==> src/edc_defs.svh <==
// constants for the sec-ded word protection datapath
`ifndef EDC_DEFS_SVH
`define EDC_DEFS_SVH

// code geometry
`define CHK_W        6
`define WORD_W       16

// participation masks, one per check bit
`define MASK_X       16'h4b2e
`define MASK_0       16'h1557
`define MASK_1       16'ha699
`define MASK_2       16'h38e3
`define MASK_4       16'hc0fc
`define MASK_8       16'hff00

// register byte offsets
`define REG_CTRL     8'h00
`define REG_STATUS   8'h04
`define REG_MASK     8'h08
`define REG_SYN      8'h0c
`define REG_COUNT    8'h10

// field positions
`define CTRL_CORRECT 0
`define ST_DATA      0
`define ST_CHECK     1
`define ST_DOUBLE    2
`define ST_MULTI     3

// reset values
`define CTRL_RESET   1'h1
`define MASK_RESET   4'h0
`define STATUS_RESET 4'h0
`define COUNT_RESET  16'h0000

`endif

==> src/edc_pkg.sv <==
// types shared by the sec-ded word protection datapath
package edc_pkg;

   // position of a device in a two-device cascade
   typedef enum logic [1:0]
   {
      POS_ALONE  = 2'b00,
      POS_FIRST  = 2'b10,
      POS_SECOND = 2'b11
   } pos_code_t;

   // classification of a syndrome, one-hot
   typedef enum logic [3:0]
   {
      CLS_NONE   = 4'b0001,
      CLS_SINGLE = 4'b0010,
      CLS_DOUBLE = 4'b0100,
      CLS_MULTI  = 4'b1000
   } err_class_t;

endpackage

==> src/secded_edc_datapath.sv <==
// sec-ded check generation, syndrome, correction and register port
`timescale 1ns/10ps
`include "edc_defs.svh"

module secded_edc_datapath
   import edc_pkg::*;
#(
   parameter int DATA_W = 16
)
(
   // clock and reset
   input  wire logic                  core_clk,
   input  wire logic                  rst,
   // register port
   input  wire logic [7:0]            reg_addr,
   input  wire logic [31:0]           reg_wdata,
   input  wire logic                  reg_wr,
   input  wire logic                  reg_rd,
   output logic      [31:0]           reg_rdata,
   // operation strobes
   input  wire logic                  wr_gen,
   input  wire logic                  rd_check,
   input  wire logic                  wr_merge,
   input  wire logic                  apply_syn,
   input  wire logic [DATA_W/8-1:0]   merge_byte,
   input  wire logic [DATA_W/8-1:0]   byte_oe,
   input  wire logic [1:0]            cascade_position_code,
   // data pins
   input  wire logic [DATA_W-1:0]     data_in,
   output logic      [DATA_W-1:0]     data_out,
   output logic      [DATA_W/8-1:0]   data_oe,
   // check and syndrome pins
   input  wire logic [`CHK_W-1:0]     check_in,
   output logic      [`CHK_W-1:0]     check_out,
   output logic      [`CHK_W-1:0]     syndrome,
   output logic      [3:0]            err_class,
   // interrupt
   output logic                       irq
);

   localparam int NB = DATA_W / 8;

   // the check tables exist only for a sixteen-bit slice
   if (DATA_W != `WORD_W)
   begin : g_width_check
      $error("secded_edc_datapath: DATA_W must be 16");
   end

   // even xor checks; odd xnor checks; even xor checks
   // bit order x,0,1,2,4,8 from msb down
   function automatic logic [`CHK_W-1:0] gen_check(input logic [15:0] d);
      gen_check = { ^(d & `MASK_X), ^(d & `MASK_0), ~^(d & `MASK_1),
                    ~^(d & `MASK_2), ^(d & `MASK_4), ^(d & `MASK_8) };
   endfunction

   // column of check bits a data bit takes part in
   function automatic logic [`CHK_W-1:0] column(input int n);
      logic [15:0] mx;
      logic [15:0] m0;
      logic [15:0] m1;
      logic [15:0] m2;
      logic [15:0] m4;
      logic [15:0] m8;
      mx = `MASK_X;
      m0 = `MASK_0;
      m1 = `MASK_1;
      m2 = `MASK_2;
      m4 = `MASK_4;
      m8 = `MASK_8;
      column = { mx[n], m0[n], m1[n], m2[n], m4[n], m8[n] };
   endfunction

   // data bit whose column equals the syndrome
   function automatic logic [15:0] flip_mask(input logic [`CHK_W-1:0] s);
      flip_mask = 16'h0000;
      for (int i = 0; i < 16; i++)
         flip_mask[i] = (s == column(i));
   endfunction

   // zero and one-hot syndromes; even and unmatched odd weights
   function automatic logic [3:0] classify(input logic [`CHK_W-1:0] s);
      if (s == '0)
         classify = CLS_NONE;
      else if (!(^s))
         classify = CLS_DOUBLE;
      else if ($onehot(s) || (|flip_mask(s)))
         classify = CLS_SINGLE;
      else
         classify = CLS_MULTI;
   endfunction

   // state
   logic [DATA_W-1:0]  data_q;
   logic [`CHK_W-1:0]  check_q;
   logic [`CHK_W-1:0]  syn_q;
   logic [3:0]         class_q;
   logic               correct_q;
   logic [3:0]         status_q;
   logic [3:0]         status_d;
   logic [3:0]         mask_q;
   logic [15:0]        count_q;
   logic [15:0]        count_d;
   logic [31:0]        rdata_q;
   logic [31:0]        rdata_d;

   // decoded datapath terms
   wire pos_code_t          pos        = pos_code_t'(cascade_position_code);
   wire logic               is_first   = (pos == POS_FIRST);
   // syndrome from regenerated and stored check bits
   wire logic [`CHK_W-1:0]  syn_now    = gen_check(data_in) ^ check_in;
   // the first device's final syndrome comes back on check_in
   wire logic [`CHK_W-1:0]  syn_use    = apply_syn ? check_in : syn_now;
   wire logic [DATA_W-1:0]  base_word  = apply_syn ? data_q : data_in;
   wire logic [3:0]         cls_now    = classify(syn_use);
   // invert the located bit; raw word when correction is off
   wire logic [DATA_W-1:0]  fixed_word =
      correct_q ? (base_word ^ flip_mask(syn_use)) : base_word;
   // the first device only forms a partial syndrome on the read
   wire logic               judge      = apply_syn || (rd_check && !is_first);
   logic [DATA_W-1:0]       merged;

   // byte merge of new bytes over the corrected latch
   for (genvar b = 0; b < NB; b++)
   begin : g_byte
      assign merged[b*8 +: 8] =
         merge_byte[b] ? data_in[b*8 +: 8] : data_q[b*8 +: 8];
      assign data_oe[b] = byte_oe[b];
   end

   // data latch and check outputs
   always_ff @(posedge core_clk)
   begin
      if (rst)
      begin
         data_q  <= '0;
         check_q <= '0;
      end
      else if (wr_gen)
      begin
         data_q  <= data_in;
         check_q <= gen_check(data_in);
      end
      else if (wr_merge)
      begin
         // latch already holds the corrected read word
         data_q  <= merged;
         check_q <= gen_check(merged);
      end
      else if (rd_check && is_first)
         data_q  <= data_in;
      else if (judge)
         // corrected word into the output latch
         data_q  <= fixed_word;
   end

   // syndrome and classification latches
   always_ff @(posedge core_clk)
   begin
      if (rst)
      begin
         syn_q   <= '0;
         class_q <= CLS_NONE;
      end
      else if (rd_check || apply_syn)
      begin
         syn_q   <= syn_use;
         class_q <= judge ? cls_now : CLS_NONE;
      end
   end

   // second device forms its syndrome straight from the open check input
   // six check bits per sixteen-bit word
   assign check_out = check_q;
   assign data_out  = data_q;
   assign syndrome  = syn_q;
   assign err_class = class_q;

   // register decode
   wire logic wr_ctrl   = reg_wr && (reg_addr == `REG_CTRL);
   wire logic wr_status = reg_wr && (reg_addr == `REG_STATUS);
   wire logic wr_mask   = reg_wr && (reg_addr == `REG_MASK);
   wire logic wr_count  = reg_wr && (reg_addr == `REG_COUNT);

   // events of a judged read, set wins over a write-one clear
   wire logic       ev_data  = judge && (cls_now == CLS_SINGLE)
                               && (|flip_mask(syn_use));
   wire logic       ev_check = judge && (cls_now == CLS_SINGLE)
                               && $onehot(syn_use);
   wire logic       ev_dbl   = judge && (cls_now == CLS_DOUBLE);
   wire logic       ev_multi = judge && (cls_now == CLS_MULTI);
   wire logic [3:0] ev_set   = { ev_multi, ev_dbl, ev_check, ev_data };
   wire logic [3:0] clr_bits = wr_status ? reg_wdata[3:0] : 4'h0;

   // status and count next values
   always_comb
   begin
      status_d = (status_q & ~clr_bits) | ev_set;
      count_d  = count_q;
      if (wr_count)
         count_d = `COUNT_RESET;
      if ((|ev_set) && (count_q != 16'hffff))
         count_d = count_d + 16'h0001; // saturates rather than wraps
   end

   // read mux, zero for unmapped addresses
   always_comb
   begin
      rdata_d = 32'h0000_0000;
      if (reg_rd)
      begin
         unique case (reg_addr)
            `REG_CTRL:   rdata_d[`CTRL_CORRECT] = correct_q;
            `REG_STATUS: rdata_d[3:0] = status_q;
            `REG_MASK:   rdata_d[3:0] = mask_q;
            `REG_SYN:    rdata_d[`CHK_W-1:0] = syn_q;
            `REG_COUNT:  rdata_d[15:0] = count_q;
            default:     rdata_d = 32'h0000_0000;
         endcase
      end
   end

   // software registers
   always_ff @(posedge core_clk)
   begin
      if (rst)
      begin
         correct_q <= `CTRL_RESET;
         status_q  <= `STATUS_RESET;
         mask_q    <= `MASK_RESET;
         count_q   <= `COUNT_RESET;
         rdata_q   <= 32'h0000_0000;
      end
      else
      begin
         if (wr_ctrl)
            correct_q <= reg_wdata[`CTRL_CORRECT];
         if (wr_mask)
            mask_q <= reg_wdata[3:0];
         status_q <= status_d;
         count_q  <= count_d;
         rdata_q  <= rdata_d;
      end
   end

   assign reg_rdata = rdata_q;
   // level interrupt while any unmasked status bit is set
   assign irq = |(status_q & mask_q);
endmodule

==> config.mk <==
export PLATFORM = sky130hd
export DESIGN_NAME = secded_edc_datapath
export DESIGN_NICKNAME = d
export VERILOG_FILES = /design/src/edc_pkg.sv /design/src/secded_edc_datapath.sv
export VERILOG_INCLUDE_DIRS = /design/src
export SDC_FILE = /design/constraint.sdc
export NUM_CORES = 1
export LEC_CHECK = 0
export ABC_AREA = 1
export BUFFER_PORTS_ARGS = -buffer_cell sky130_fd_sc_hd__buf_2
export CORE_MARGIN = 2
export CORE_UTILIZATION = 49
export CTS_CLUSTER_SIZE = 10
export DETAILED_ROUTE_END_ITERATION = 8
export PLACE_DENSITY = 0.74
export SYNTH_ARGS = -nofsm -noshare
export SYNTH_HDL_FRONTEND = slang
export SYNTH_SLANG_ARGS = --single-unit
==> constraint.sdc <==
create_clock -name core_clk -period 4.15 [get_ports core_clk]
set_input_delay 0.415 -clock core_clk [delete_from_list [all_inputs] [get_ports core_clk]]
set_output_delay 0.415 -clock core_clk [all_outputs]
set_load 0.02 [all_outputs]
==> out/summary.txt, run 1 <==
CTS hold repair buffers -> 0
Cell Area, Placed -> 0.00631 mm^2
Worst VDD drop -> 0.178 mV
H-tree Lvls -> 3
Vias/cell -> 5.32
Post-route DRC -> 0
Setup bufs post-CTS -> 0
Worst skew pair latency -> 0.34 ns
First-pass GRT wire length -> 27600 um
Cell Rows -> 40
Avg Inst Size Synth -> 6.24 um^2
CP max FO -> 5
Antenna diodes -> 0
Post-Syn Area -> 0.00592 mm^2
Int Power -> 1.51 mW
First drt pass iteration count -> 6
Setup_tns -> 0 ns
Worst Path Arrival -> 3.84 ns
Commonest cells in the netlist -> nand2_1, inv_1, dfxtp_1
Post-synth EDFFs -> 0
Pins Over Slew Limit -> 0
Ys flop type -> dfxtp_1
Post-Layout Cell Count -> 1169
Switch Pwr -> 0.878 mW
DR vias -> 6216
Flop-to-flop setup slack -> 2.41 ns
Worst Path Required -> 4.35 ns
Maximum clock rate -> 275 MHz
Initial core utilization -> 49.7%
Die Area -> 0.0130 mm^2
Num CTS Buffers -> 9
Chip height -> 114 um
#FFs+latches synth -> 73
Grt ovf -> 0
GR Util All Layers -> 26.8%
Hold Crit Start -> reg_wdata[2]
Synth async-reset ratio -> 0%
Utilization after layout -> 55.5%
Remaining antenna violation count -> 0
Reg2reg path depth -> 10
Initial antenna violation count -> 0
Synth cell types -> 48
Synth-to-layout area growth -> 11.8%
Largest net degree at the start of global routing -> 33
Max-Cap Viols -> 0
Area contributors post-synth -> dfxtp_1, nand2_1, inv_1
Area share of the largest cell type after synthesis -> 24.7%
Slew HR -> 26.9%
Most numerous cell in the Yosys netlist -> nand2_1
Tightest Hold Check Type -> input pin to flop
Crit path kind -> input pin to flop
R2r endpoint -> check_out[2]$_SDFFE_PP0P_
Design area -> 0.00661 mm^2
Ratio of cells with drive above 1 in the final layout -> 14.5%
Instance count of the mapped netlist -> 948
RePlAce Congestion -> 0.956
Fin. Hold Viols -> 0
Setup WS pre-CTS -> 0.179 ns
Clk slew on worst S/H paths -> 0.06 ns
Crit. End Element -> flop
Fin nets -> 1110
Number of global-route vias before repair -> 5658
Routed wire length -> 17000 um
PortBufs -> 94
Period utilization -> 87.6%
Initial drt markers -> 577
Clk network pwr share -> 33.5%
Sink Count -> 73
Yosys warnings -> 0
Sequential element share of the synthesized area -> 24.7%
Launching point of the worst reg2reg path -> data_out[1]$_SDFFE_PP0P_
Maximum root-to-sink buffer count -> 2
CP startpoint kind -> input pin
Measured slew at the worst slew-check pin -> 1.09 ns
Sequential power share -> 33.8%
Wire per inst -> 14.5 um
TritonCTS clock tree -> built
Post-cts sizing count -> 0
Outcome -> finished, final reports clean
I/O pin count -> 143
Gate power share -> 32.8%
Die W -> 114 um
Area leader, netlist -> dfxtp_1
Hpwl dp -> 12800 um
Sw Share -> 36.7%
Shortest clock period the worst path allows after layout -> 3.63 ns
P_leak -> 3.29 nW
RSZ-0062 raised after global routing -> no
Hold depth -> 3
Final Setup Violations -> 0
Root Driver -> clkbuf_16
Final Worst Setup Slack -> 0.516 ns
Hold EP -> mask_q[2]$_SDFFE_PP0P_
PwrDens -> 362 mW/mm^2
Cell count after placement -> 1153
Core Area -> 0.0119 mm^2
Clk_skew -> 0.00569 ns
==> sequential cells by signal (all words and copies together), names as in the netlist <==
signal and count:
mask_q 4, data_out 16, syndrome 6, reg_rdata 16
err_class 4, correct_q 1, count_q 16, status_q 4
check_out 6
==> worst max-delay path: stages <==
cell	delay (ns)
buf_2	0.13
inv_1	0.16
nand2_1	0.07
nand2_1	0.16
xor2_1	0.19
inv_1	0.06
nand2_1	0.07
nand2_1	0.08
o21ai_1	0.15
nand2_1	0.17
fa_1	0.53
fa_1	0.41
ha_1	0.21
fa_1	0.45
nor3b_1	0.33
nor2_1	0.09
nand2_1	0.10
a21oi_1	0.06
==> area by class of cell <==
type,count,area (um^2)
Clock buffer,10,239
Tap cell,147,184
Clock inverter,6,65.1
Inverter,131,492
Timing Repair Buffer,98,500
Sequential cell,73,1460
Multi-Input combinational cell,704,3670
Fill cell,1209,5300
==> per-stage QoR <==
step,power (mW),hold slack [ns]
2_1_floorplan,1.40,0.422
3_3_place_gp,1.57,0.442
3_5_place_dp,1.59,0.449
4_1_cts,2.39,0.333
5_1_grt,2.53,0.352
6_report,2.39,0.340
==> worst max-delay path by stage <==
stage | cells after the start | slack [ns] | start | endpoint
final | 18 | 0.52 | data_in[12] | err_class[3]$_SDFFE_PP0P_
after global routing | 18 | 0.26 | data_in[12] | status_q[3]$_SDFF_PP0_
after CTS | 18 | 0.53 | data_in[12] | err_class[3]$_SDFFE_PP0P_
after detailed placement | 18 | 0.18 | data_in[12] | err_class[3]$_SDFFE_PP0P_
after global placement | 18 | 0.27 | data_in[12] | status_q[3]$_SDFF_PP0_
after floorplan | 15 | 0.60 | data_in[3] | err_class[3]$_SDFFE_PP0P_
==> cell usage in the layout (no fill, tap or decap), types with 14 or more instances in the layout <==
master and instances:
nand2_1 285, inv_1 125, buf_2 94, dfxtp_1 73, nor2_1 65, o21ai_0 57
nand3_1 53, a21oi_1 52, xnor2_1 33, xor2_1 16, conb_1 16, nand4_1 15
o211ai_1 14, a221oi_1 14, ha_1 14
==> metal layers <==
metal  global-route usage (%)  wire, um  share of wire [%]
met5                        0         0                  0
met4                     10.7       405                2.4
met3                     4.73      1540                9.1
met2                     40.8      7260                 43
met1                     37.7      7750                 46
==> power by group through the flow <==
stage | combinational [mW] | clock, mW | sequential (mW)
after floorplan | 0.542 | 0 | 0.857
after global placement | 0.754 | 0 | 0.820
after detailed placement | 0.769 | 0 | 0.821
after CTS | 0.775 | 0.813 | 0.806
after global routing | 0.876 | 0.842 | 0.815
final | 0.784 | 0.800 | 0.807
==> kinds of logic (layout without fill, tap and decap cells) <==
group	after synthesis	in the layout	share of synthesized area [%]
simple gates	455	455	32.5
other cells	1	16	0.0634
buf+inv	186	245	14.2
compound gates	165	165	16.8
flops	73	73	24.7
xor+xnor	51	51	7.80
fa+ha+maj	17	17	3.98
Power figures use the tool's default switching activity.
==> run 2, diff against run 1 <==
--- a/config.mk
+++ b/config.mk
@@ -9,10 +9,10 @@
 export ABC_AREA = 1
 export BUFFER_PORTS_ARGS = -buffer_cell sky130_fd_sc_hd__buf_2
 export CORE_MARGIN = 2
-export CORE_UTILIZATION = 49
+export CORE_UTILIZATION = 55
 export CTS_CLUSTER_SIZE = 10
 export DETAILED_ROUTE_END_ITERATION = 8
-export PLACE_DENSITY = 0.74
+export PLACE_DENSITY = 0.82
 export SYNTH_ARGS = -nofsm -noshare
 export SYNTH_HDL_FRONTEND = slang
 export SYNTH_SLANG_ARGS = --single-unit
==> out/summary.txt, run 2 (synthesis gave the netlist of run 1 again) <==
Antenna diodes -> 0
Max-Cap Viols -> 0
DR vias -> 6272
Chip height -> 108 um
Initial core utilization -> 57.0%
Worst Path Arrival -> 3.81 ns
Initial drt markers -> 661
Slew HR -> 33.7%
Worst path max stage delay -> 0.58 ns
Synth-to-layout area growth -> 9.86%
First drt pass iteration count -> 6
Post-Layout Cell Count -> 1157
Gate power share -> 35.8%
Initial antenna violation count -> 0
Switch Pwr -> 0.853 mW
Number of global-route vias before repair -> 5525
CP startpoint kind -> input pin
Root Driver -> clkbuf_8
Die Area -> 0.0116 mm^2
Cell count after placement -> 1142
Core Area -> 0.0104 mm^2
Sink Count -> 73
RePlAce Congestion -> 0.985
Setup bufs post-CTS -> 0
Maximum root-to-sink buffer count -> 2
Worst Path Required -> 4.39 ns
Post-cts sizing count -> 0
Grt peak-use layer -> met2
PwrDens -> 337 mW/mm^2
PortBufs -> 94
Worst skew pair latency -> 0.38 ns
Met1 Use GR -> 43.5%
Setup_tns -> 0 ns
Cell Rows -> 37
Fill cells -> 1030
H-tree Lvls -> 3
CTS hold repair buffers -> 0
Largest net degree at the start of global routing -> 34
Most frequent cells in the layout -> nand2_1, inv_1, buf_2, dfxtp_1, nor2_1
M2 GR Usage -> 44.2%
Met3 GRT Util -> 5.33%
Sw Share -> 38.9%
Sequential power share -> 36.7%
CP max-delay cell -> fa_1
Clk network pwr share -> 27.5%
Num CTS Buffers -> 9
P_leak -> 3.24 nW
First-pass GRT wire length -> 26900 um
Ratio of cells with drive above 1 in the final layout -> 14.4%
Commonest non-fill, non-tap cell in the layout -> nand2_1
Shortest clock period the worst path allows after layout -> 3.57 ns
Die W -> 108 um
CP Buf/Inv Count -> 1
Worst path top cell family by delay -> adder cells
Clk_skew -> 0.0141 ns
Period utilization -> 86.1%
I/O pin count -> 143
Final Setup Violations -> 0
Fin nets -> 1110
Tightest Hold Check Type -> input pin to flop
Wire per inst -> 14.4 um
GR Util All Layers -> 29.8%
TritonCTS clock tree -> built
Crit path kind -> input pin to flop
Post-route DRC -> 0
Hpwl dp -> 12400 um
Grt ovf -> 0
Vias/cell -> 5.42
Maximum clock rate -> 280 MHz
Pins Over Slew Limit -> 0
Measured slew at the worst slew-check pin -> 0.994 ns
RSZ-0062 raised after global routing -> no
Clk slew on worst S/H paths -> 0.08 ns
Crit. End Element -> flop
Routed wire length -> 16700 um
Crit path cell chain -> buf_2 -> xnor2_2 -> xor2_1 -> or2_1 -> nand3_1 -> nand2_1 -> nand2_1 -> fa_1 -> fa_1 -> ha_1 -> fa_1 -> nor3b_1 -> nor2_1 -> nand2_1 -> a21oi_1
Fin. Hold Viols -> 0
Remaining antenna violation count -> 0
CP max FO -> 6
Int Power -> 1.34 mW
Outcome -> finished, final reports clean
Worst VDD drop -> 0.242 mV
run 2: worst paths after layout:
check / end / depth (start not counted) / from / slack (ns)
max: status_q[3]$_SDFF_PP0_ / 15 / data_in[2] / 0.58
max reg2reg: check_out[4]$_SDFFE_PP0P_ / 10 / data_out[1]$_SDFFE_PP0P_ / 2.37
min: mask_q[3]$_SDFFE_PP0P_ / 3 / reg_wdata[3] / 0.31
min reg2reg: reg_rdata[15]$_SDFF_PP0_ / 2 / count_q[15]$_SDFF_PP0_ / 0.46
run 2: layout make-up:
cell class                      count  area (um^2)  share of cell area (%)
Tap cell                          136          170                    2.62
Inverter                          131          492                    7.57
Sequential cell                    73         1460                    22.5
Multi-Input combinational cell    704         3670                    56.5
Timing Repair Buffer               98          500                    7.70
Clock inverter                      4         51.3                   0.789
Clock buffer                       11          151                    2.33
run 2: layer usage:
metal | share of wire, % | vias up
li1 | - | 3136
met1 | 47 | 2815
met2 | 42 | 287
met3 | 9.5 | 34
met4 | 2.2 | 0
met5 | 0 | -
run 2: tightest hold or removal path, stage by stage:
cell and delay [ns]:
buf_2 0.09, inv_1 0.07, a211oi_1 0.07
run 2: metrics by stage:
step	hold slack [ns]	setup slack, ns	total power [mW]	utilization (%)	instance area, um^2
after detailed placement	0.440	0.232	1.58	60.7	6300
after global placement	0.440	0.302	1.57	60.7	6300
final	0.313	0.578	2.19	62.7	6500
after floorplan	0.422	0.601	1.40	-	5970
after CTS	0.304	0.615	2.18	62.7	6500
after global routing	0.310	0.250	2.33	62.7	6500
run 2: power by group through the flow:
stage                     registers [mW]  logic, mW  clock network, mW
after floorplan                    0.857      0.542                  0
after CTS                          0.803      0.771              0.607
after global routing               0.811      0.879              0.644
after global placement             0.817      0.751                  0
after detailed placement           0.819      0.766                  0
final                              0.804      0.784              0.602
==> run 3, diff against run 2 <==
--- a/config.mk
+++ b/config.mk
@@ -13,6 +13,7 @@
 export CTS_CLUSTER_SIZE = 10
 export DETAILED_ROUTE_END_ITERATION = 8
 export PLACE_DENSITY = 0.82
+export RECOVER_POWER = 100
 export SYNTH_ARGS = -nofsm -noshare
 export SYNTH_HDL_FRONTEND = slang
 export SYNTH_SLANG_ARGS = --single-unit
==> out/summary.txt, run 3 (synthesis gave the netlist of run 1 again) <==
Outcome -> complete, but fails checks
Failing checks -> capacitance limit, slew limit
Initial antenna violation count -> 0
Post-route DRC -> 0
Worst path top cell family by delay -> adder cells
Worst VDD drop -> 0.241 mV
Remaining antenna violation count -> 0
Most frequent cells in the layout -> nand2_1, inv_1, dfxtp_1, nor2_1, o21ai_0
I/O pin count -> 143
Tightest Hold Check Type -> input pin to flop
Root Driver -> clkbuf_8
Fin. Hold Viols -> 0
Grt ovf -> 0
Pins Over Slew Limit -> 32
Clk slew on worst S/H paths -> 0.08 ns
Vias/cell -> 5.41
Max-Cap Viols -> 1
Crit. End Element -> flop
Sink Count -> 73
Synth-to-layout area growth -> 8.14%
Measured slew at the worst slew-check pin -> 1.50 ns
Shortest clock period the worst path allows after layout -> 3.72 ns
Initial core utilization -> 57.0%
Cell Rows -> 37
Die Area -> 0.0116 mm^2
Routed wire length -> 16600 um
PortBufs -> 94
Worst skew pair latency -> 0.38 ns
CTS hold repair buffers -> 0
Die W -> 108 um
Clk_skew -> 0.0122 ns
Largest net degree at the start of global routing -> 34
First-pass GRT wire length -> 26900 um
Period utilization -> 89.7%
Maximum clock rate -> 269 MHz
CP Buf/Inv Count -> 1
Fin Hold WS -> 0.311 ns
Core Area -> 0.0104 mm^2
Crit path cell chain -> buf_2 -> xnor2_1 -> xor2_1 -> or2_1 -> nand3_1 -> nand2_1 -> nand2_1 -> fa_1 -> fa_1 -> ha_1 -> fa_1 -> nor3b_1 -> nor2_1 -> nand2_1 -> a21oi_1
Chip height -> 108 um
Antenna diodes -> 0
Hpwl dp -> 12400 um
Reg area -> 0.00146 mm^2
P_leak -> 3.03 nW
Number of global-route vias before repair -> 5525
Initial drt markers -> 652
CP max-delay cell -> fa_1
PwrDens -> 340 mW/mm^2
Fill cells -> 1069
Final Setup Violations -> 0
CP startpoint kind -> input pin
Worst path max stage delay -> 0.58 ns
GR Util All Layers -> 29.8%
Worst Path Required -> 4.35 ns
Fin nets -> 1110
CP max FO -> 6
Commonest non-fill, non-tap cell in the layout -> nand2_1
H-tree Lvls -> 3
Slew HR -> -0.297%
Maximum root-to-sink buffer count -> 2
Crit path kind -> input pin to flop
Num CTS Buffers -> 9
Ratio of cells with drive above 1 in the final layout -> 8.52%
Multi-input logic area -> 0.00364 mm^2
DR vias -> 6262
Wire per inst -> 14.4 um
Worst Path Arrival -> 3.93 ns
Setup_tns -> 0 ns
TritonCTS clock tree -> built
Setup bufs post-CTS -> 0
First drt pass iteration count -> 5
RePlAce Congestion -> 0.985
Post-cts sizing count -> 0
RSZ-0062 raised after global routing -> no
Total power -> 2.17 mW
==> run 3: cell types whose count changed in the layout (fill, tap and decap cells not counted), moves of 2 or more <==
cell,change
nor2_4,-2
nor2_1,+3
clkbuf_1,+53
buf_2,-52
==> run 3: final cells by class <==
class	count	share of cell area, %
Clock inverter	4	0.802
Timing Repair Buffer	98	6.75
Clock buffer	11	2.37
Multi-Input combinational cell	704	56.9
Sequential cell	73	22.8
Inverter	131	7.69
Tap cell	136	2.66
==> run 3: worst paths after layout <==
check	startpoint	end	slack [ns]	cells after the start
worst min-delay path	reg_wdata[3]	mask_q[3]$_SDFFE_PP0P_	0.31	3
worst max-delay path	data_in[2]	err_class[3]$_SDFFE_PP0P_	0.43	15
worst min register to register	count_q[15]$_SDFF_PP0_	reg_rdata[15]$_SDFF_PP0_	0.45	2
worst max register to register	data_out[1]$_SDFFE_PP0P_	check_out[4]$_SDFFE_PP0P_	2.36	10
==> run 3: per-stage QoR <==
stage | cells | instance area (um^2) | util [%] | worst slack, ns
floorplan | 963 | 5970 | - | 0.601
global placement | 1142 | 6300 | 60.7 | 0.302
detailed placement | 1142 | 6300 | 60.7 | 0.232
CTS | 1157 | 6500 | 62.7 | 0.615
global route | 1157 | 6400 | 61.7 | 0.152
finish | 1157 | 6400 | 61.7 | 0.426
==> run 3: worst reg2reg max path, stage by stage, from the launching register on <==
cell     delay [ns]
dfxtp_1        0.39
inv_1          0.07
o21ai_0        0.42
nand2_2        0.13
nand2_2        0.13
xor2_1         0.15
nand2_1        0.06
nand3_1        0.11
nand3_1        0.08
nand2_1        0.07
inv_1          0.05
==> run 3: power breakdown <==
| part | switching, mW | total (mW) | leakage (nW) | internal, mW |
|---|---|---|---|---|
| clock | 0.292 | 0.601 | 0.102 | 0.308 |
| sequential | 0.0473 | 0.806 | 0.597 | 0.759 |
| combinational | 0.509 | 0.767 | 2.33 | 0.258 |
==> run 3: layer usage <==
metal	vias to the layer above	track usage, %	part of all wire, %
met5	-	0	0
met4	0	9.98	2.2
met3	29	5.33	9.4
met2	259	44.2	42
met1	2838	43.5	46
li1	3136	-	-
